## src/hdl/fcia_pkg.sv

```systemverilog
/*
  package for the fabric register indirect access engine: register offsets,
  command field positions, reset values, state codes and carrier structs.
  assumes a 32-bit ahb-lite register bus and a 16-bit fabric address space.
*/
package fcia_pkg;

  // register byte offsets
  localparam logic [11:0] FCIA_VALUE_OFS   = 12'h1ac;  // fabric_access_value
  localparam logic [11:0] FCIA_CMD_OFS     = 12'h1b0;  // fabric_access_command

  // command field positions
  localparam int FCIA_PEND_BIT    = 31;  // indirect_op_pending
  localparam int FCIA_DIR_BIT     = 30;  // access_direction_sel
  localparam int FCIA_UP_BIT      = 29;  // auto increment enable
  localparam int FCIA_DOWN_BIT    = 28;  // addr_step_down_en
  localparam int FCIA_LANE_LO     = 16;  // lane_enables low bit
  localparam int FCIA_LANE_HI     = 19;  // lane_enables high bit
  localparam int FCIA_INDEX_HI    = 15;  // fabric_reg_index high bit

  // reset values
  localparam logic [31:0] FCIA_VALUE_RST = 32'h0000_0000;
  localparam logic [15:0] FCIA_INDEX_RST = 16'h0000;
  localparam logic [3:0]  FCIA_LANE_RST  = 4'h0;

  // ahb encodings used by the slave
  localparam logic [1:0] FCIA_HTRANS_NONSEQ = 2'h2;
  localparam logic [1:0] FCIA_HTRANS_SEQ    = 2'h3;

  // engine states
  typedef enum logic [2:0] {
    FCIA_IDLE   = 3'b001,
    FCIA_ISSUE  = 3'b010,
    FCIA_WAIT   = 3'b100
  } fcia_state_t;

  // command register fields
  typedef struct packed {
    logic        pending;  // indirect_op_pending
    logic        dir_read; // access_direction_sel, 1 = read
    logic        step_up;  // auto increment
    logic        step_dn;  // addr_step_down_en
    logic [3:0]  lanes;    // lane_enables
    logic [15:0] index;    // fabric_reg_index
  } fcia_cmd_t;

  // request toward the fabric register space
  typedef struct packed {
    logic        req;      // one-cycle strobe
    logic        rd;       // 1 = read, 0 = write
    logic [15:0] addr;     // fabric register index
    logic [3:0]  lanes;    // byte lanes for a write
    logic [31:0] wdata;    // write data
  } fcia_fab_req_t;

  // answer from the fabric register space
  typedef struct packed {
    logic        ack;      // one-cycle completion strobe
    logic [31:0] rdata;    // read data, valid with ack
  } fcia_fab_rsp_t;

endpackage

```

## src/hdl/fcia_top.sv

```systemverilog
/*
  fabric register indirect access engine: command and value registers on an
  ahb-lite slave, launching single accesses into the fabric register space.
  assumes one ahb master, word-only transfers, and a fabric that acks each
  request once, writing only the enabled byte lanes.
*/
// What this block does
// - writing busy one launches the selected access
// - busy stays set until the access completes
// - read data captured on the edge busy clears
// - direction bit: zero writes, one reads
// - step up: value write launches, then increments
// - step up: value read increments and launches
// - step down: value write launches, then decrements
// - step down: value read decrements and launches
// - increment wins when both steps enabled
// - lane enables qualify fabric writes
// - lane bit n covers byte n
// - low sixteen bits hold fabric index
// - value register carries 32-bit data
// - value read depends on direction bit
`timescale 1ns/100ps
`default_nettype none

module fcia_top (
  input  wire logic                    hclk,       // system clock
  input  wire logic                    hresetn,    // async reset, active low
  input  wire logic                    hsel,       // slave select
  input  wire logic [11:0]             haddr,      // byte address
  input  wire logic [1:0]              htrans,     // transfer type
  input  wire logic                    hwrite,     // write when high
  input  wire logic [2:0]              hsize,      // transfer size
  input  wire logic [31:0]             hwdata,     // write data
  input  wire logic                    hready,     // bus ready in
  output logic      [31:0]             hrdata,     // read data
  output logic                         hreadyout,  // slave ready
  output logic                         hresp,      // always okay
  output fcia_pkg::fcia_fab_req_t      fab_req,    // fabric request
  input  wire fcia_pkg::fcia_fab_rsp_t fab_rsp     // fabric answer
);

  // register state
  fcia_pkg::fcia_cmd_t cmd_r;        // command register
  fcia_pkg::fcia_cmd_t cmd_nxt;      // its next value
  logic [31:0]         wval_r;       // last host-written value
  logic [31:0]         rval_r;       // last fabric read value
  logic [31:0]         rval_nxt;     // fabric value as it stands after this edge
  logic [31:0]         hrdata_r;     // registered read data
  logic [31:0]         hrdata_nxt;   // next read data

  // address phase capture
  logic        dp_wr_r;              // data phase is a write
  logic        dp_rd_r;              // data phase is a read
  logic [11:0] dp_addr_r;            // data phase address

  // sequencer handshake
  logic seq_done;                    // access finished
  logic seq_busy;                    // access in flight
  logic launch;                      // start an access

  // step a 16-bit index by one, wrapping; used for both directions
  function automatic logic [15:0] step_index(input logic [15:0] idx, input logic up);
    step_index = up ? 16'(idx + 16'h0001) : 16'(idx - 16'h0001);
  endfunction

  // ahb address decode
  wire addr_valid = hsel && hready &&
                    (htrans == fcia_pkg::FCIA_HTRANS_NONSEQ ||
                     htrans == fcia_pkg::FCIA_HTRANS_SEQ);
  wire rd_phase   = addr_valid && !hwrite;

  // data phase decode
  wire wr_cmd   = dp_wr_r && (dp_addr_r == fcia_pkg::FCIA_CMD_OFS);
  wire wr_value = dp_wr_r && (dp_addr_r == fcia_pkg::FCIA_VALUE_OFS);
  wire rd_value = dp_rd_r && (dp_addr_r == fcia_pkg::FCIA_VALUE_OFS);

  // stepping selection: increment has precedence over decrement
  wire stepping = cmd_r.step_up || cmd_r.step_dn;
  wire step_up  = cmd_r.step_up;

  // a data read launches on the same data phase it is returned in
  wire auto_rd = rd_value && stepping;
  wire auto_wr = wr_value && stepping;

  // bits of the command the host may write; the pending bit only sets
  wire host_go = wr_cmd && hwdata[fcia_pkg::FCIA_PEND_BIT];

  // index used for the launched access: a stepped read moves first
  wire [15:0] launch_index = auto_rd ? step_index(cmd_r.index, step_up) :
                                       cmd_r.index;

  // launch only from idle; a request while busy is dropped
  assign launch = !seq_busy && !cmd_r.pending && (host_go || auto_wr || auto_rd);

  // read data landing on this edge is already visible to a read issued now,
  // so a host that sees busy drop never reads the stale value
  assign rval_nxt = (seq_done && fab_req.rd) ? fab_rsp.rdata : rval_r;

  // next command register value
  always_comb begin
    cmd_nxt = cmd_r;
    if (wr_cmd && !cmd_r.pending) begin
      // plain host update of the control fields
      cmd_nxt.dir_read = hwdata[fcia_pkg::FCIA_DIR_BIT];
      cmd_nxt.step_up  = hwdata[fcia_pkg::FCIA_UP_BIT];
      cmd_nxt.step_dn  = hwdata[fcia_pkg::FCIA_DOWN_BIT];
      cmd_nxt.lanes    = hwdata[fcia_pkg::FCIA_LANE_HI:fcia_pkg::FCIA_LANE_LO];
      cmd_nxt.index    = hwdata[fcia_pkg::FCIA_INDEX_HI:0];
    end
    if (auto_rd && launch) begin
      // pre-step the index, touching nothing else
      cmd_nxt.index = launch_index;
    end
    if (launch) begin
      cmd_nxt.pending = 1'b1;
    end
    if (seq_done) begin
      cmd_nxt.pending = 1'b0;
      if (!fab_req.rd && stepping) begin
        // write finished: post-step the index
        cmd_nxt.index = step_index(cmd_r.index, step_up);
      end
    end
  end

  // command register
  always_ff @(posedge hclk or negedge hresetn) begin
    if (!hresetn) begin
      cmd_r <= '{pending: 1'b0, dir_read: 1'b0, step_up: 1'b0, step_dn: 1'b0,
                 lanes: fcia_pkg::FCIA_LANE_RST, index: fcia_pkg::FCIA_INDEX_RST};
    end else begin
      cmd_r <= cmd_nxt;
    end
  end

  // host-written value; ignored while an access is pending
  always_ff @(posedge hclk or negedge hresetn) begin
    if (!hresetn) begin
      wval_r <= fcia_pkg::FCIA_VALUE_RST;
    end else if (wr_value && !cmd_r.pending) begin
      wval_r <= hwdata;
    end
  end

  // fabric read data lands in the same edge the pending bit drops
  always_ff @(posedge hclk or negedge hresetn) begin
    if (!hresetn) begin
      rval_r <= fcia_pkg::FCIA_VALUE_RST;
    end else if (seq_done && fab_req.rd) begin
      rval_r <= fab_rsp.rdata;
    end
  end

  // address phase capture; the slave never inserts wait states
  always_ff @(posedge hclk or negedge hresetn) begin
    if (!hresetn) begin
      dp_wr_r   <= 1'b0;
      dp_rd_r   <= 1'b0;
      dp_addr_r <= 12'h000;
    end else begin
      dp_wr_r   <= addr_valid && hwrite;
      dp_rd_r   <= rd_phase;
      dp_addr_r <= haddr;
    end
  end

  // read mux, sampled in the address phase so data stands in the data phase
  always_comb begin
    hrdata_nxt = 32'h0000_0000;
    if (rd_phase && haddr == fcia_pkg::FCIA_CMD_OFS) begin
      // reserved bits 27:20 read as zero
      hrdata_nxt = {cmd_nxt.pending, cmd_nxt.dir_read, cmd_nxt.step_up,
                    cmd_nxt.step_dn, 8'h00, cmd_nxt.lanes, cmd_nxt.index};
    end else if (rd_phase && haddr == fcia_pkg::FCIA_VALUE_OFS) begin
      hrdata_nxt = cmd_nxt.dir_read ? rval_nxt : wval_r;
    end
  end

  // read data register; unmapped reads return zero
  always_ff @(posedge hclk or negedge hresetn) begin
    if (!hresetn) begin
      hrdata_r <= 32'h0000_0000;
    end else begin
      hrdata_r <= hrdata_nxt;
    end
  end

  assign hrdata    = hrdata_r;
  assign hreadyout = 1'b1;
  assign hresp     = 1'b0;

  // access sequencer; write data comes straight from the data phase when auto.
  // fields come from the next command value, so a command write that sets
  // busy launches with the direction, lanes and index carried in that write
  fcia_seq u_seq (
    .hclk    (hclk),
    .hresetn (hresetn),
    .launch  (launch),
    .rd      (auto_wr ? 1'b0 : (auto_rd ? 1'b1 : cmd_nxt.dir_read)),
    .addr    (cmd_nxt.index),
    .lanes   (cmd_nxt.lanes),
    .wdata   (auto_wr ? hwdata : wval_r),
    .fab_req (fab_req),
    .fab_rsp (fab_rsp),
    .done    (seq_done),
    .busy    (seq_busy)
  );

endmodule

`default_nettype wire

```

## src/hdl/fcia_seq.sv

```systemverilog
/*
  access sequencer: runs one fabric access per launch and reports completion.
  assumes the fabric answers each request with exactly one ack pulse.
*/
`timescale 1ns/100ps
`default_nettype none

module fcia_seq (
  input  wire logic                   hclk,     // system clock
  input  wire logic                   hresetn,  // async reset, active low
  input  wire logic                   launch,   // start one access
  input  wire logic                   rd,       // direction of the access
  input  wire logic [15:0]            addr,     // fabric register index
  input  wire logic [3:0]             lanes,    // byte lanes
  input  wire logic [31:0]            wdata,    // write value
  output fcia_pkg::fcia_fab_req_t     fab_req,  // request to fabric
  input  wire fcia_pkg::fcia_fab_rsp_t fab_rsp, // answer from fabric
  output logic                        done,     // access finished pulse
  output logic                        busy      // access in flight
);

  fcia_pkg::fcia_state_t state_r;   // current state
  fcia_pkg::fcia_state_t state_nxt; // next state
  fcia_pkg::fcia_fab_req_t req_r;   // registered request

  // state transitions
  always_comb begin
    state_nxt = state_r;
    unique case (state_r)
      fcia_pkg::FCIA_IDLE:  if (launch) state_nxt = fcia_pkg::FCIA_ISSUE;
      fcia_pkg::FCIA_ISSUE: state_nxt = fcia_pkg::FCIA_WAIT;
      fcia_pkg::FCIA_WAIT:  if (fab_rsp.ack) state_nxt = fcia_pkg::FCIA_IDLE;
      default:              state_nxt = fcia_pkg::FCIA_IDLE;
    endcase
  end

  // state register
  always_ff @(posedge hclk or negedge hresetn) begin
    if (!hresetn) begin
      state_r <= fcia_pkg::FCIA_IDLE;
    end else begin
      state_r <= state_nxt;
    end
  end

  // request is captured at launch so later register writes cannot disturb it
  always_ff @(posedge hclk or negedge hresetn) begin
    if (!hresetn) begin
      req_r <= '0;
    end else if (state_r == fcia_pkg::FCIA_IDLE && launch) begin
      req_r <= '{req: 1'b1, rd: rd, addr: addr, lanes: lanes, wdata: wdata};
    end else begin
      req_r.req <= 1'b0;
    end
  end

  assign fab_req = req_r;
  assign done    = (state_r == fcia_pkg::FCIA_WAIT) && fab_rsp.ack;
  assign busy    = (state_r != fcia_pkg::FCIA_IDLE);

endmodule

`default_nettype wire

```

## config.mk

```make
export PLATFORM = sky130hd
export DESIGN_NAME = fcia_top
export DESIGN_NICKNAME = d
export VERILOG_FILES = /design/src/hdl/fcia_pkg.sv /design/src/hdl/fcia_top.sv /design/src/hdl/fcia_seq.sv
export SDC_FILE = /design/constraint.sdc
export NUM_CORES = 1
export LEC_CHECK = 0
export ABC_AREA = 1
export BUFFER_PORTS_ARGS = -buffer_cell sky130_fd_sc_hd__buf_2
export CAP_MARGIN = 20
export CORE_UTILIZATION = 51
export DETAILED_ROUTE_END_ITERATION = 8
export GPL_TIMING_DRIVEN = 0
export PLACE_DENSITY = 0.77
export SLEW_MARGIN = 25
export SYNTH_ARGS = -nofsm -noshare
export SYNTH_HDL_FRONTEND = slang
export SYNTH_SLANG_ARGS = --single-unit
```

## constraint.sdc

```tcl
create_clock -name hclk -period 2.1 [get_ports hclk]
set_clock_uncertainty 0.05 [all_clocks]
set_input_delay 0.21 -clock hclk [delete_from_list [all_inputs] [get_ports hclk]]
set_output_delay 0.21 -clock hclk [all_outputs]
set_load 0.01 [all_outputs]
```

==> results of run 1 <==
logic make-up (layout without fill, tap and decap cells):
logic type	count (synthesis)	after routing	synth area share [%]
other cells	2	2	0.0801
simple gates	644	644	29.2
buf+inv	207	450	9.15
xor+xnor	6	6	0.560
fa+ha+maj	15	15	2.08
flops	191	191	51.0
compound gates	140	140	7.95
cell type report:
class,count,area (um^2)
inverters,158,597
plain buffers,49,280
clock buffers,18,429
well taps,229,287
repair buffers,211,1320
fillers,1557,6160
flip-flops and latches,191,4780
multi-input cells,807,4030
clock inverters,14,148
power by group:
part | total (uW) | internal (uW) | switching [uW] | leakage [uW]
Clock | 3210 | 1590 | 1620 | 0.000273
Sequential | 3690 | 3690 | 6.29 | 0.00238
Combinational | 281 | 123 | 158 | 0.00451
Total | 7180 | 5400 | 1790 | 0.00716
metrics by stage:
stage               utilization [%]  std cells  power [uW]
finish                         65.8       1677        7180
global route                   65.8       1677        7360
CTS                            65.0       1675        7210
detailed placement             58.7       1604        4000
global placement               58.3       1602        3980
floorplan                         -       1205        3810
tightest hold or removal path: stages:
cell and delay (ns):
buf_2 0.10, inv_1 0.06, o21ai_0 0.09
registers in the layout, indices dropped and copies added (netlist names):
register / count
step_up: 1
dp_wr_r: 1
u_seq.fab_req: 54
dp_addr_r: 12
u_seq.state_r: 3
rval_r: 32
hrdata: 32
dp_rd_r: 1
wval_r: 32
cmd_r: 23
Yosys cell counts (3+ instances only):
cell type    n
nand2_1    452
dfrtp_1    190
inv_1      156
o21ai_0     81
nand3_1     79
nor2_1      46
o21ai_1     38
buf_2       19
clkbuf_1    18
ha_1        14
nand4_1     14
or2_1       14
a21oi_1      9
and2_1       9
buf_4        7
nor2_2       7
or2_2        7
o21a_1       5
o21ai_2      5
buf_6        4
xor2_1       4
nand3b_1     3
timing repair:
action	in CTS	in global routing
endpoints found under the setup margin	46	68
setup buffers	3	2
endpoints found under the hold margin	136	0
gates resized for setup	28	51
hold buffers	36	0
pin swaps	1	7
metal layers:
| metal | track usage, % | vias up | share of wire, % |
|---|---|---|---|
| met5 | 0 | - | 0 |
| met4 | 15.5 | 0 | 4.1 |
| met3 | 6.66 | 73 | 6.6 |
| met2 | 50.9 | 319 | 48 |
| met1 | 38.5 | 4129 | 41 |
| li1 | - | 4195 | - |
worst min path at each step:
stage                     from          endpoint  slack, ns  depth (start not counted)
floorplan              hresetn          cmd_r[0]      -0.14                          0
global placement      haddr[1]      dp_addr_r[1]       0.28                          1
CTS                 hwdata[23]        wval_r[23]     0.0002                          3
global route        hwdata[23]        wval_r[23]       0.02                          3
detailed placement     hresetn  u_seq.fab_req[6]       0.07                          1
finish              hwdata[23]        wval_r[23]      0.009                          3
==> metrics.md, run 1 <==
| Metric | Value |
|---|---|
| Cell count after synthesis | `1205` |
| Launching point of the worst reg2reg path | `step_up` |
| Area share of the largest cell type after synthesis | `50.7%` |
| GPL Wtd Cong | `0.948` |
| Worst hold slack | `0.00950 ns` |
| Area contributors post-synth | `dfrtp_1 51%, nand2_1 18%, inv_1 6.2%, o21ai_0 4.3%, nand3_1 4.2%` |
| Post-route cell area | `0.0119 mm^2` |
| First-pass GRT wire length | `42900 um` |
| Worst setup EP type | `flop` |
| Ys flop type | `dfrtp_1` |
| Final hold vios | `0` |
| Yosys warnings | `0` |
| Syn Std Cell Area | `0.00938 mm^2` |
| Yosys cell types | `38` |
| Cell taking the most area after synthesis | `dfrtp_1` |
| Worst r2r path cells | `13` |
| Commonest cells after routing, fill and taps aside | `436 x nand2_1, 188 x dfrtp_1, 185 x buf_2` |
| Critical Path Max Stage Delay | `0.40 ns` |
| Vias in the first global route | `8368` |
| Routed Antenna Nets | `0` |
| Syn Nets | `1307` |
| Kind of critical path | `reg -> reg` |
| Critical Path Source | `step_up` |
| Peak supply drop | `0.000660 V` |
| Startpoint types | `flop` |
| CP dominant cell by count | `nand2_1` |
| IO Port Bufs | `168` |
| Core Box Area | `0.0180 mm^2` |
| Worst Path Required | `2.38 ns` |
| Crit path DAT | `2.32 ns` |
| Max Slew Vio Count | `0` |
| Post-route DRC | `0` |
| Die height | `138 um` |
| Period utilization | `97.1%` |
| I/O pin cnt | `175` |
| Share of post-route cells with drive strength above 1 | `23.1%` |
| Starting density of the core | `52.0%` |
| Min Tclk post-route | `2.04 ns` |
| Iteration-0 DRC Markers | `678` |
| Diode count | `0` |
| Vias/cell | `5.20` |
| Post-placement cell area | `0.0106 mm^2` |
| Stages on the worst setup path | `13` |
| Initial antenna violation count | `0` |
| GRT overflow | `0` |
| EDFF count, synth | `0` |
| Pre-CTS WS | `-0.441 ns` |
| Pleak | `0.00716 uW` |
| R2r endpoint | `hrdata[14]` |
| Row count | `49` |
| CTS root buf | `clkbuf_16` |
| Top delay family on crit path | `simple AND/OR/NAND/NOR gates` |
| Clock H-tree levels | `4` |
| Avg Cell Area, Syn | `7.79 um^2` |
| Critical Path End | `hrdata[14]` |
| Final setup violation count | `0` |
| Post-route setup TNS | `0 ns` |
| Max clock buf depth | `2` |
| Clock sink count | `191` |
| DP Wirelength | `20300 um` |
| Crit-path max FO | `6` |
| Largest net degree at the start of global routing | `87` |
| Die area | `0.0189 mm^2` |
| CTS tree | `yes` |
| Hold crit path type | `in -> reg` |
| WP buf/inv | `2` |
| Register-to-register setup slack | `0.06 ns` |
| Pwr dens | `605 mW/mm^2` |
| Total wire length | `27900 um` |
| Total track usage | `31.0%` |
| Slowest CP cell | `dfrtp_2` |
| Commonest non-fill, non-tap cell in the layout | `nand2_1` |
| Async S/R FF share, synth | `100%` |
| Flops & latches, synth | `191` |
| Area Growth Syn to Fin | `26.5%` |
| TritonRoute pass-1 iters | `8` |
| Maximum clock rate | `490 MHz` |
| Fin worst setup slack | `0.0611 ns` |
| RSZ-0062 raised after global routing | `yes` |
| Max Cap Viol | `0` |
| Final #Nets | `1537` |
| CP cell instances | `clkinvlp_4, buf_6, ha_4, nand2_2, nor2_2, and2_4, nand2_2, nand2_1, nand2_1, nand3_1, nand2_2, nand2_1, nand2_1` |
| Clk_lat worst skew | `0.45 ns` |
| Seq/Total Area, Yosys | `51.0%` |
| Die width | `138 um` |
| Via count | `8716` |
| Clock transition at path regs | `0.08 ns` |
| Wire per inst | `16.6 um` |
| Inserted Clock Buffers | `17` |
| Status | `finished, final reports clean` |
Power figures use the tool's default switching activity.
==> run 2: changes to the inputs <==
--- a/config.mk
+++ b/config.mk
@@ -11,6 +11,7 @@
 export CORE_UTILIZATION = 51
 export DETAILED_ROUTE_END_ITERATION = 8
 export GPL_TIMING_DRIVEN = 0
+export HOLD_SLACK_MARGIN = 0.05
 export PLACE_DENSITY = 0.77
 export SLEW_MARGIN = 25
 export SYNTH_ARGS = -nofsm -noshare
==> metrics.md, run 2 (synthesis results as in run 1) <==
| Metric | Value |
|---|---|
| Status | `finished, final reports clean` |
| Final Core Density | `67.2% (+1.4 points)` |
| Initial antenna violation count | `0 (unchanged)` |
| Commonest cells after routing, fill and taps aside | `436 x nand2_1, 188 x dfrtp_1, 185 x buf_2` |
| Min-delay src | `fab_rsp[13]` |
| Vias/cell | `5.17 (-0.53%)` |
| Pwr dens | `596 mW/mm^2 (-1.4%)` |
| Wire per inst | `16.6 um (about the same)` |
| Maximum clock rate | `488 MHz (-0.59%)` |
| Post-route setup TNS | `0 ns (unchanged)` |
| Startpoint types | `flop` |
| DP Wirelength | `20300 um (unchanged)` |
| Crit-path max FO | `10 (+4)` |
| Tot Pwr | `7230 uW (+0.63%)` |
| Fin worst setup slack | `0.0489 ns (-0.0122 ns)` |
| Clock sink count | `191 (unchanged)` |
| Hold crit path type | `in -> reg` |
| IO Port Bufs | `168 (unchanged)` |
| Launching point of the worst reg2reg path | `dp_addr_r[1]` |
| Period utilization | `97.7% (+0.58 points)` |
| Final #Nets | `1562 (+1.6%)` |
| Inserted Clock Buffers | `17 (unchanged)` |
| Post-Layout Cell Count | `1702 (+1.5%)` |
| Worst Path Required | `2.38 ns (about the same)` |
| RSZ-0062 raised after global routing | `yes` |
| Routed Antenna Nets | `0 (unchanged)` |
| Max FFs per register | `54 (unchanged)` |
| Peak supply drop | `0.000659 V (about the same)` |
| Max clock buf depth | `2 (unchanged)` |
| Die height | `138 um (unchanged)` |
| Die area | `0.0189 mm^2 (unchanged)` |
| Share of post-route cells with drive strength above 1 | `22.7% (-0.39 points)` |
| Die width | `138 um (unchanged)` |
| Largest net degree at the start of global routing | `87 (unchanged)` |
| First-pass GRT wire length | `43600 um (+1.6%)` |
| Post-route DRC | `0 (unchanged)` |
| Top delay family on crit path | `simple AND/OR/NAND/NOR gates` |
| Diode count | `0 (unchanged)` |
| Clk_lat worst skew | `0.46 ns (about the same)` |
| Cells after DPL | `1604 (unchanged)` |
| CP cell instances | `nor2_2, nand2_1, nor2_2, nand3_4, o21ai_2, buf_2, nand2_1, nand3_1, nand2_1` |
| Row count | `49 (unchanged)` |
| Crit path DAT | `2.33 ns (about the same)` |
| GPL Wtd Cong | `0.948 (unchanged)` |
| Clock transition at path regs | `0.08 ns (about the same)` |
| Stages on the worst setup path | `9 (-4)` |
| Worst setup EP type | `flop` |
| Max Cap Viol | `0 (unchanged)` |
| TritonRoute pass-1 iters | `7 (-1)` |
| Hold path cells | `4 (+1)` |
| Final hold vios | `0 (unchanged)` |
| CTS root buf | `clkbuf_16` |
| I/O pin cnt | `175 (unchanged)` |
| CTS tree | `yes` |
| GRT overflow | `0 (unchanged)` |
| Slowest CP cell | `dfrtp_1` |
| Commonest non-fill, non-tap cell in the layout | `nand2_1` |
| Vias in the first global route | `8536 (+2.0%)` |
| Critical Path Max Stage Delay | `0.38 ns (-0.02 ns)` |
| Total wire length | `28300 um (+1.4%)` |
| Clock H-tree levels | `4 (unchanged)` |
| Total track usage | `31.5% (+0.46 points)` |
| Via count | `8799 (+0.95%)` |
| Pleak | `0.00726 uW (+1.5%)` |
| Starting density of the core | `52.0% (unchanged)` |
| Core Box Area | `0.0180 mm^2 (unchanged)` |
| Iteration-0 DRC Markers | `709 (+4.6%)` |
| CP dominant cell by count | `nand2_1` |
| Worst r2r path cells | `9 (-4)` |
| Max Slew Vio Count | `0 (unchanged)` |
| Pre-CTS WS | `-0.441 ns (unchanged)` |
| Min Tclk post-route | `2.05 ns (+0.0122 ns)` |
| Critical Path Source | `dp_addr_r[1]` |
| Final setup violation count | `0 (unchanged)` |
| WP buf/inv | `1 (-1)` |
| Kind of critical path | `reg -> reg` |
| Area Growth Syn to Fin | `29.2%` |
## run 2: cell count changes in the layout (fill, tap and decap cells not counted), sizes merged
cell | previous run | this run
dlygate4sd3 | 36 | 61
## run 2: worst paths after layout
path | slack, ns | to
setup / recovery | 0.05 | hrdata[3]
hold / removal | 0.05 | rval_r[13]
setup reg to reg | 0.05 | hrdata[3]
hold reg to reg | 0.42 | u_seq.fab_req[41]
max in group asynchronous | 0.74 | step_up
min in group asynchronous | 0.18 | u_seq.fab_req[6]
## run 2: where the power goes
| group | total [uW] | internal (uW) | switching, uW |
|---|---|---|---|
| combinational | 318 | 153 | 165 |
| clock | 3210 | 1590 | 1630 |
| sequential | 3690 | 3690 | 6.35 |
## run 2: repair_timing
item	CTS	global route
gates resized for setup	28	51
pin swaps	1	7
endpoints found under the hold margin	163	0
buffers inserted	3	2
hold buffers	61	0
setup endpoints to repair	46	68
## run 2: layout make-up
type / count / area [um^2]
buffer: 49 / 280
clock buffer: 18 / 429
clock inverter: 14 / 148
fill: 1522 / 5910
inverter: 158 / 597
multi-input combinational: 807 / 4030
sequential: 191 / 4780
tap: 229 / 287
timing repair buffer: 236 / 1570
## run 2: layer usage
metal | vias up | track usage, % | part of all wire, %
met5 | - | 0 | 0
met3 | 68 | 7.32 | 6.4
met1 | 4176 | 38.6 | 41
met2 | 305 | 51.8 | 48
met4 | 0 | 15.9 | 4.1
li1 | 4250 | - | -
## run 2: metrics by stage
step	hold WS, ns	cell area, um^2
after floorplan	-0.136	9380
after global placement	0.282	10500
after detailed placement	0.0687	10600
after CTS	0.0557	12000
after global routing	0.0880	12100
final	0.0542	12100
## run 2: worst register-to-register path, cell delays in order, from the launching register on
cell and delay [ns]:
dfrtp_1 0.38, nor2_2 0.18, nand2_1 0.09, nor2_2 0.22, nand3_4 0.19, o21ai_2 0.24
buf_2 0.27, nand2_1 0.08, nand3_1 0.16, nand2_1 0.08
==> run 3: changes to the inputs <==
--- a/config.mk
+++ b/config.mk
@@ -8,11 +8,12 @@
 export ABC_AREA = 1
 export BUFFER_PORTS_ARGS = -buffer_cell sky130_fd_sc_hd__buf_2
 export CAP_MARGIN = 20
+export CORE_ASPECT_RATIO = 1.5
 export CORE_UTILIZATION = 51
 export DETAILED_ROUTE_END_ITERATION = 8
 export GPL_TIMING_DRIVEN = 0
 export HOLD_SLACK_MARGIN = 0.05
-export PLACE_DENSITY = 0.77
+export PLACE_DENSITY_LB_ADDON = 0.1
 export SLEW_MARGIN = 25
 export SYNTH_ARGS = -nofsm -noshare
 export SYNTH_HDL_FRONTEND = slang
==> metrics.md, run 3 (synthesis results as in run 1) <==
| Metric | Value |
|---|---|
| Status | `complete, but fails checks` |
| Failing checks | `negative setup slack` |
| Sw Share | `23.5% (-1.4 points)` |
| Row count | `60 (+22%)` |
| First-pass GRT wire length | `45600 um (+4.7%)` |
| Maximum clock rate | `461 MHz (-5.5%)` |
| Die height | `168 um (+22%)` |
| Clk pwr share | `47.0% (+2.5 points)` |
| Area of the multi-input gates | `0.00434 mm^2 (+7.7%)` |
| RSZ-0062 raised after global routing | `yes` |
| Routed Antenna Nets | `0 (unchanged)` |
| I/O pin cnt | `175 (unchanged)` |
| Fin worst setup slack | `-0.0714 ns (-0.120 ns)` |
| Startpoint types | `flop` |
| Diode count | `0 (unchanged)` |
| Clock H-tree levels | `4 (unchanged)` |
| Share of post-route cells with drive strength above 1 | `27.0% (+4.2 points)` |
| Period utilization | `103% (+5.7 points)` |
| Max Cap Viol | `0 (unchanged)` |
| Critical Path Max Stage Delay | `0.41 ns (+0.03 ns)` |
| Post-route setup TNS | `-0.580 ns (-0.580 ns)` |
| Fillcell total | `1522 (unchanged)` |
| Post-Layout Cell Count | `1688 (-0.82%)` |
| TritonRoute pass-1 iters | `5 (-2)` |
| Logic gate share of total power | `4.0% (-0.4 points)` |
| Inserted Clock Buffers | `17 (unchanged)` |
| Iteration-0 DRC Markers | `468 (-34%)` |
| Wire per inst | `17.6 um (+5.8%)` |
| Area Growth Syn to Fin | `33.1%` |
| GRT overflow | `0 (unchanged)` |
| Launching point of the worst reg2reg path | `step_up` |
| Min-delay src | `hwdata[31]` |
| Via count | `8748 (-0.58%)` |
| Register share of total power | `49.0% (-2.1 points)` |
| Crit-path max FO | `5 (-5)` |
| Initial antenna violation count | `0 (unchanged)` |
| Slew at the pin closest to its max-slew limit | `0.901 ns` |
| Clock transition at path regs | `0.07 ns (about the same)` |
| Final setup violation count | `14 (+14)` |
| Max clock buf depth | `2 (unchanged)` |
| Final #Nets | `1560 (-0.13%)` |
| Crit path DAT | `2.44 ns (+0.11 ns)` |
| Die area | `0.0190 mm^2 (about the same)` |
| IO Port Bufs | `168 (unchanged)` |
| CTS tree | `yes` |
| CTS root buf | `clkbuf_16` |
| CP cell instances | `clkinvlp_4, buf_12, buf_12, ha_4, nand2_4, nor2_4, and2_4, nand2_1, nand3b_1, nand3_2, nand3_2, nand2_1` |
| Final Core Density | `69.6% (+2.4 points)` |
| Commonest non-fill, non-tap cell in the layout | `nand2_1` |
| Kind of critical path | `reg -> reg` |
| Total track usage | `32.3% (+0.87 points)` |
| Critical Path Source | `step_up` |
| GPL Wtd Cong | `0.922 (-2.7%)` |
| Peak supply drop | `0.000604 V (-8.4%)` |
| Pre-CTS WS | `-0.582 ns (-0.140 ns)` |
| Hold crit path type | `in -> reg` |
| Pwr dens | `604 mW/mm^2 (+1.3%)` |
| Worst setup EP type | `flop` |
| Core Box Area | `0.0179 mm^2 (-0.46%)` |
| Internal power | `5770 uW (+6.3%)` |
| Worst Path Required | `2.37 ns (about the same)` |
| Slew headroom | `40.0%` |
| Total area of sequential cells | `0.00478 mm^2 (about the same)` |
| Pleak | `0.00738 uW (+1.6%)` |
| Max Slew Vio Count | `0 (unchanged)` |
| Commonest cells after routing, fill and taps aside | `416 x nand2_1, 189 x dfrtp_1, 181 x buf_2` |
| Slowest CP cell | `dfrtp_2` |
| Starting density of the core | `52.3% (+0.24 points)` |
| Clk_lat worst skew | `0.44 ns (-0.02 ns)` |
| NetSw | `1770 uW (-1.7%)` |
| Vias/cell | `5.18 (+0.24%)` |
| DP Wirelength | `21600 um (+6.4%)` |
| Cells after DPL | `1592 (-0.75%)` |
| Clock sink count | `191 (unchanged)` |
| Post-route DRC | `0 (unchanged)` |
| Vias in the first global route | `8770 (+2.7%)` |
| Final hold vios | `0 (unchanged)` |
| Die width | `113 um (-18%)` |
| Min Tclk post-route | `2.17 ns (+0.120 ns)` |
| Total wire length | `29700 um (+4.9%)` |
| Largest net degree at the start of global routing | `78 (-10%)` |
| Max FFs per register | `54 (unchanged)` |
-- run 3: changes by cell type in the layout (fill, tap and decap cells not counted), sizes merged --
cell and delta:
buf +8, dlygate4sd3 -13, bufinv +3, clkinvlp -2, clkbuf +2, inv -1
clkinv +1
-- run 3: critical path, delay by kind of cell (launching register included) --
family        cells  cell delay, ns
fa+ha+maj         1            0.31
buf+inv           3            0.47
flops             1            0.41
simple gates      8            0.81
-- run 3: power groups by stage --
stage               clock network [uW]  registers [uW]  logic (uW)
detailed placement                   0            3770         232
global route                      3710            3690         334
global placement                     0            3770         214
CTS                               3570            3690         300
floorplan                            0            3770        43.0
finish                            3550            3690         299
-- run 3: timing repair --
item	CTS	global route
gates cloned	0	1
hold endpoints to repair	194	0
setup buffers	4	11
setup endpoints to repair	45	68
gates resized for setup	65	96
hold buffers	48	0
pin swaps	9	29
-- run 3: through the flow --
step	hold slack, ns	total power [uW]	area [um^2]
floorplan	-0.136	3810	9380
finish	0.0547	7540	12500
CTS	0.0531	7560	12100
global placement	0.283	3980	10500
detailed placement	0.0815	4000	10600
global route	0.0727	7740	12500
-- run 3: layout make-up --
| cell class | instances | area share, % |
|---|---|---|
| flip-flops and latches | 191 | 38.3 |
| multi-input cells | 807 | 34.7 |
| well taps | 217 | 2.18 |
| repair buffers | 234 | 12.4 |
| clock inverters | 15 | 1.79 |
| inverters | 158 | 4.78 |
| clock buffers | 17 | 3.41 |
| plain buffers | 49 | 2.36 |
-- run 3: path summary, 6_finish.rpt --
path,to,slack [ns],cells past startpoint
setup / recovery,hrdata[15],-0.07,12
hold / removal,wval_r[31],0.05,3
setup reg to reg,hrdata[15],-0.07,12
hold reg to reg,u_seq.fab_req[39],0.42,2
max in group asynchronous,rval_r[15],1.06,3
min in group asynchronous,dp_addr_r[8],0.21,2
-- run 3: routing by layer --
metal / GRT usage [%] / part of all wire, % / vias to the layer above
li1: - / - / 4235
met3: 5.18 / 4.1 / 95
met2: 58.3 / 53 / 249
met1: 35.1 / 36 / 4169
met5: 0 / 0 / -
met4: 20.3 / 6.9 / 0
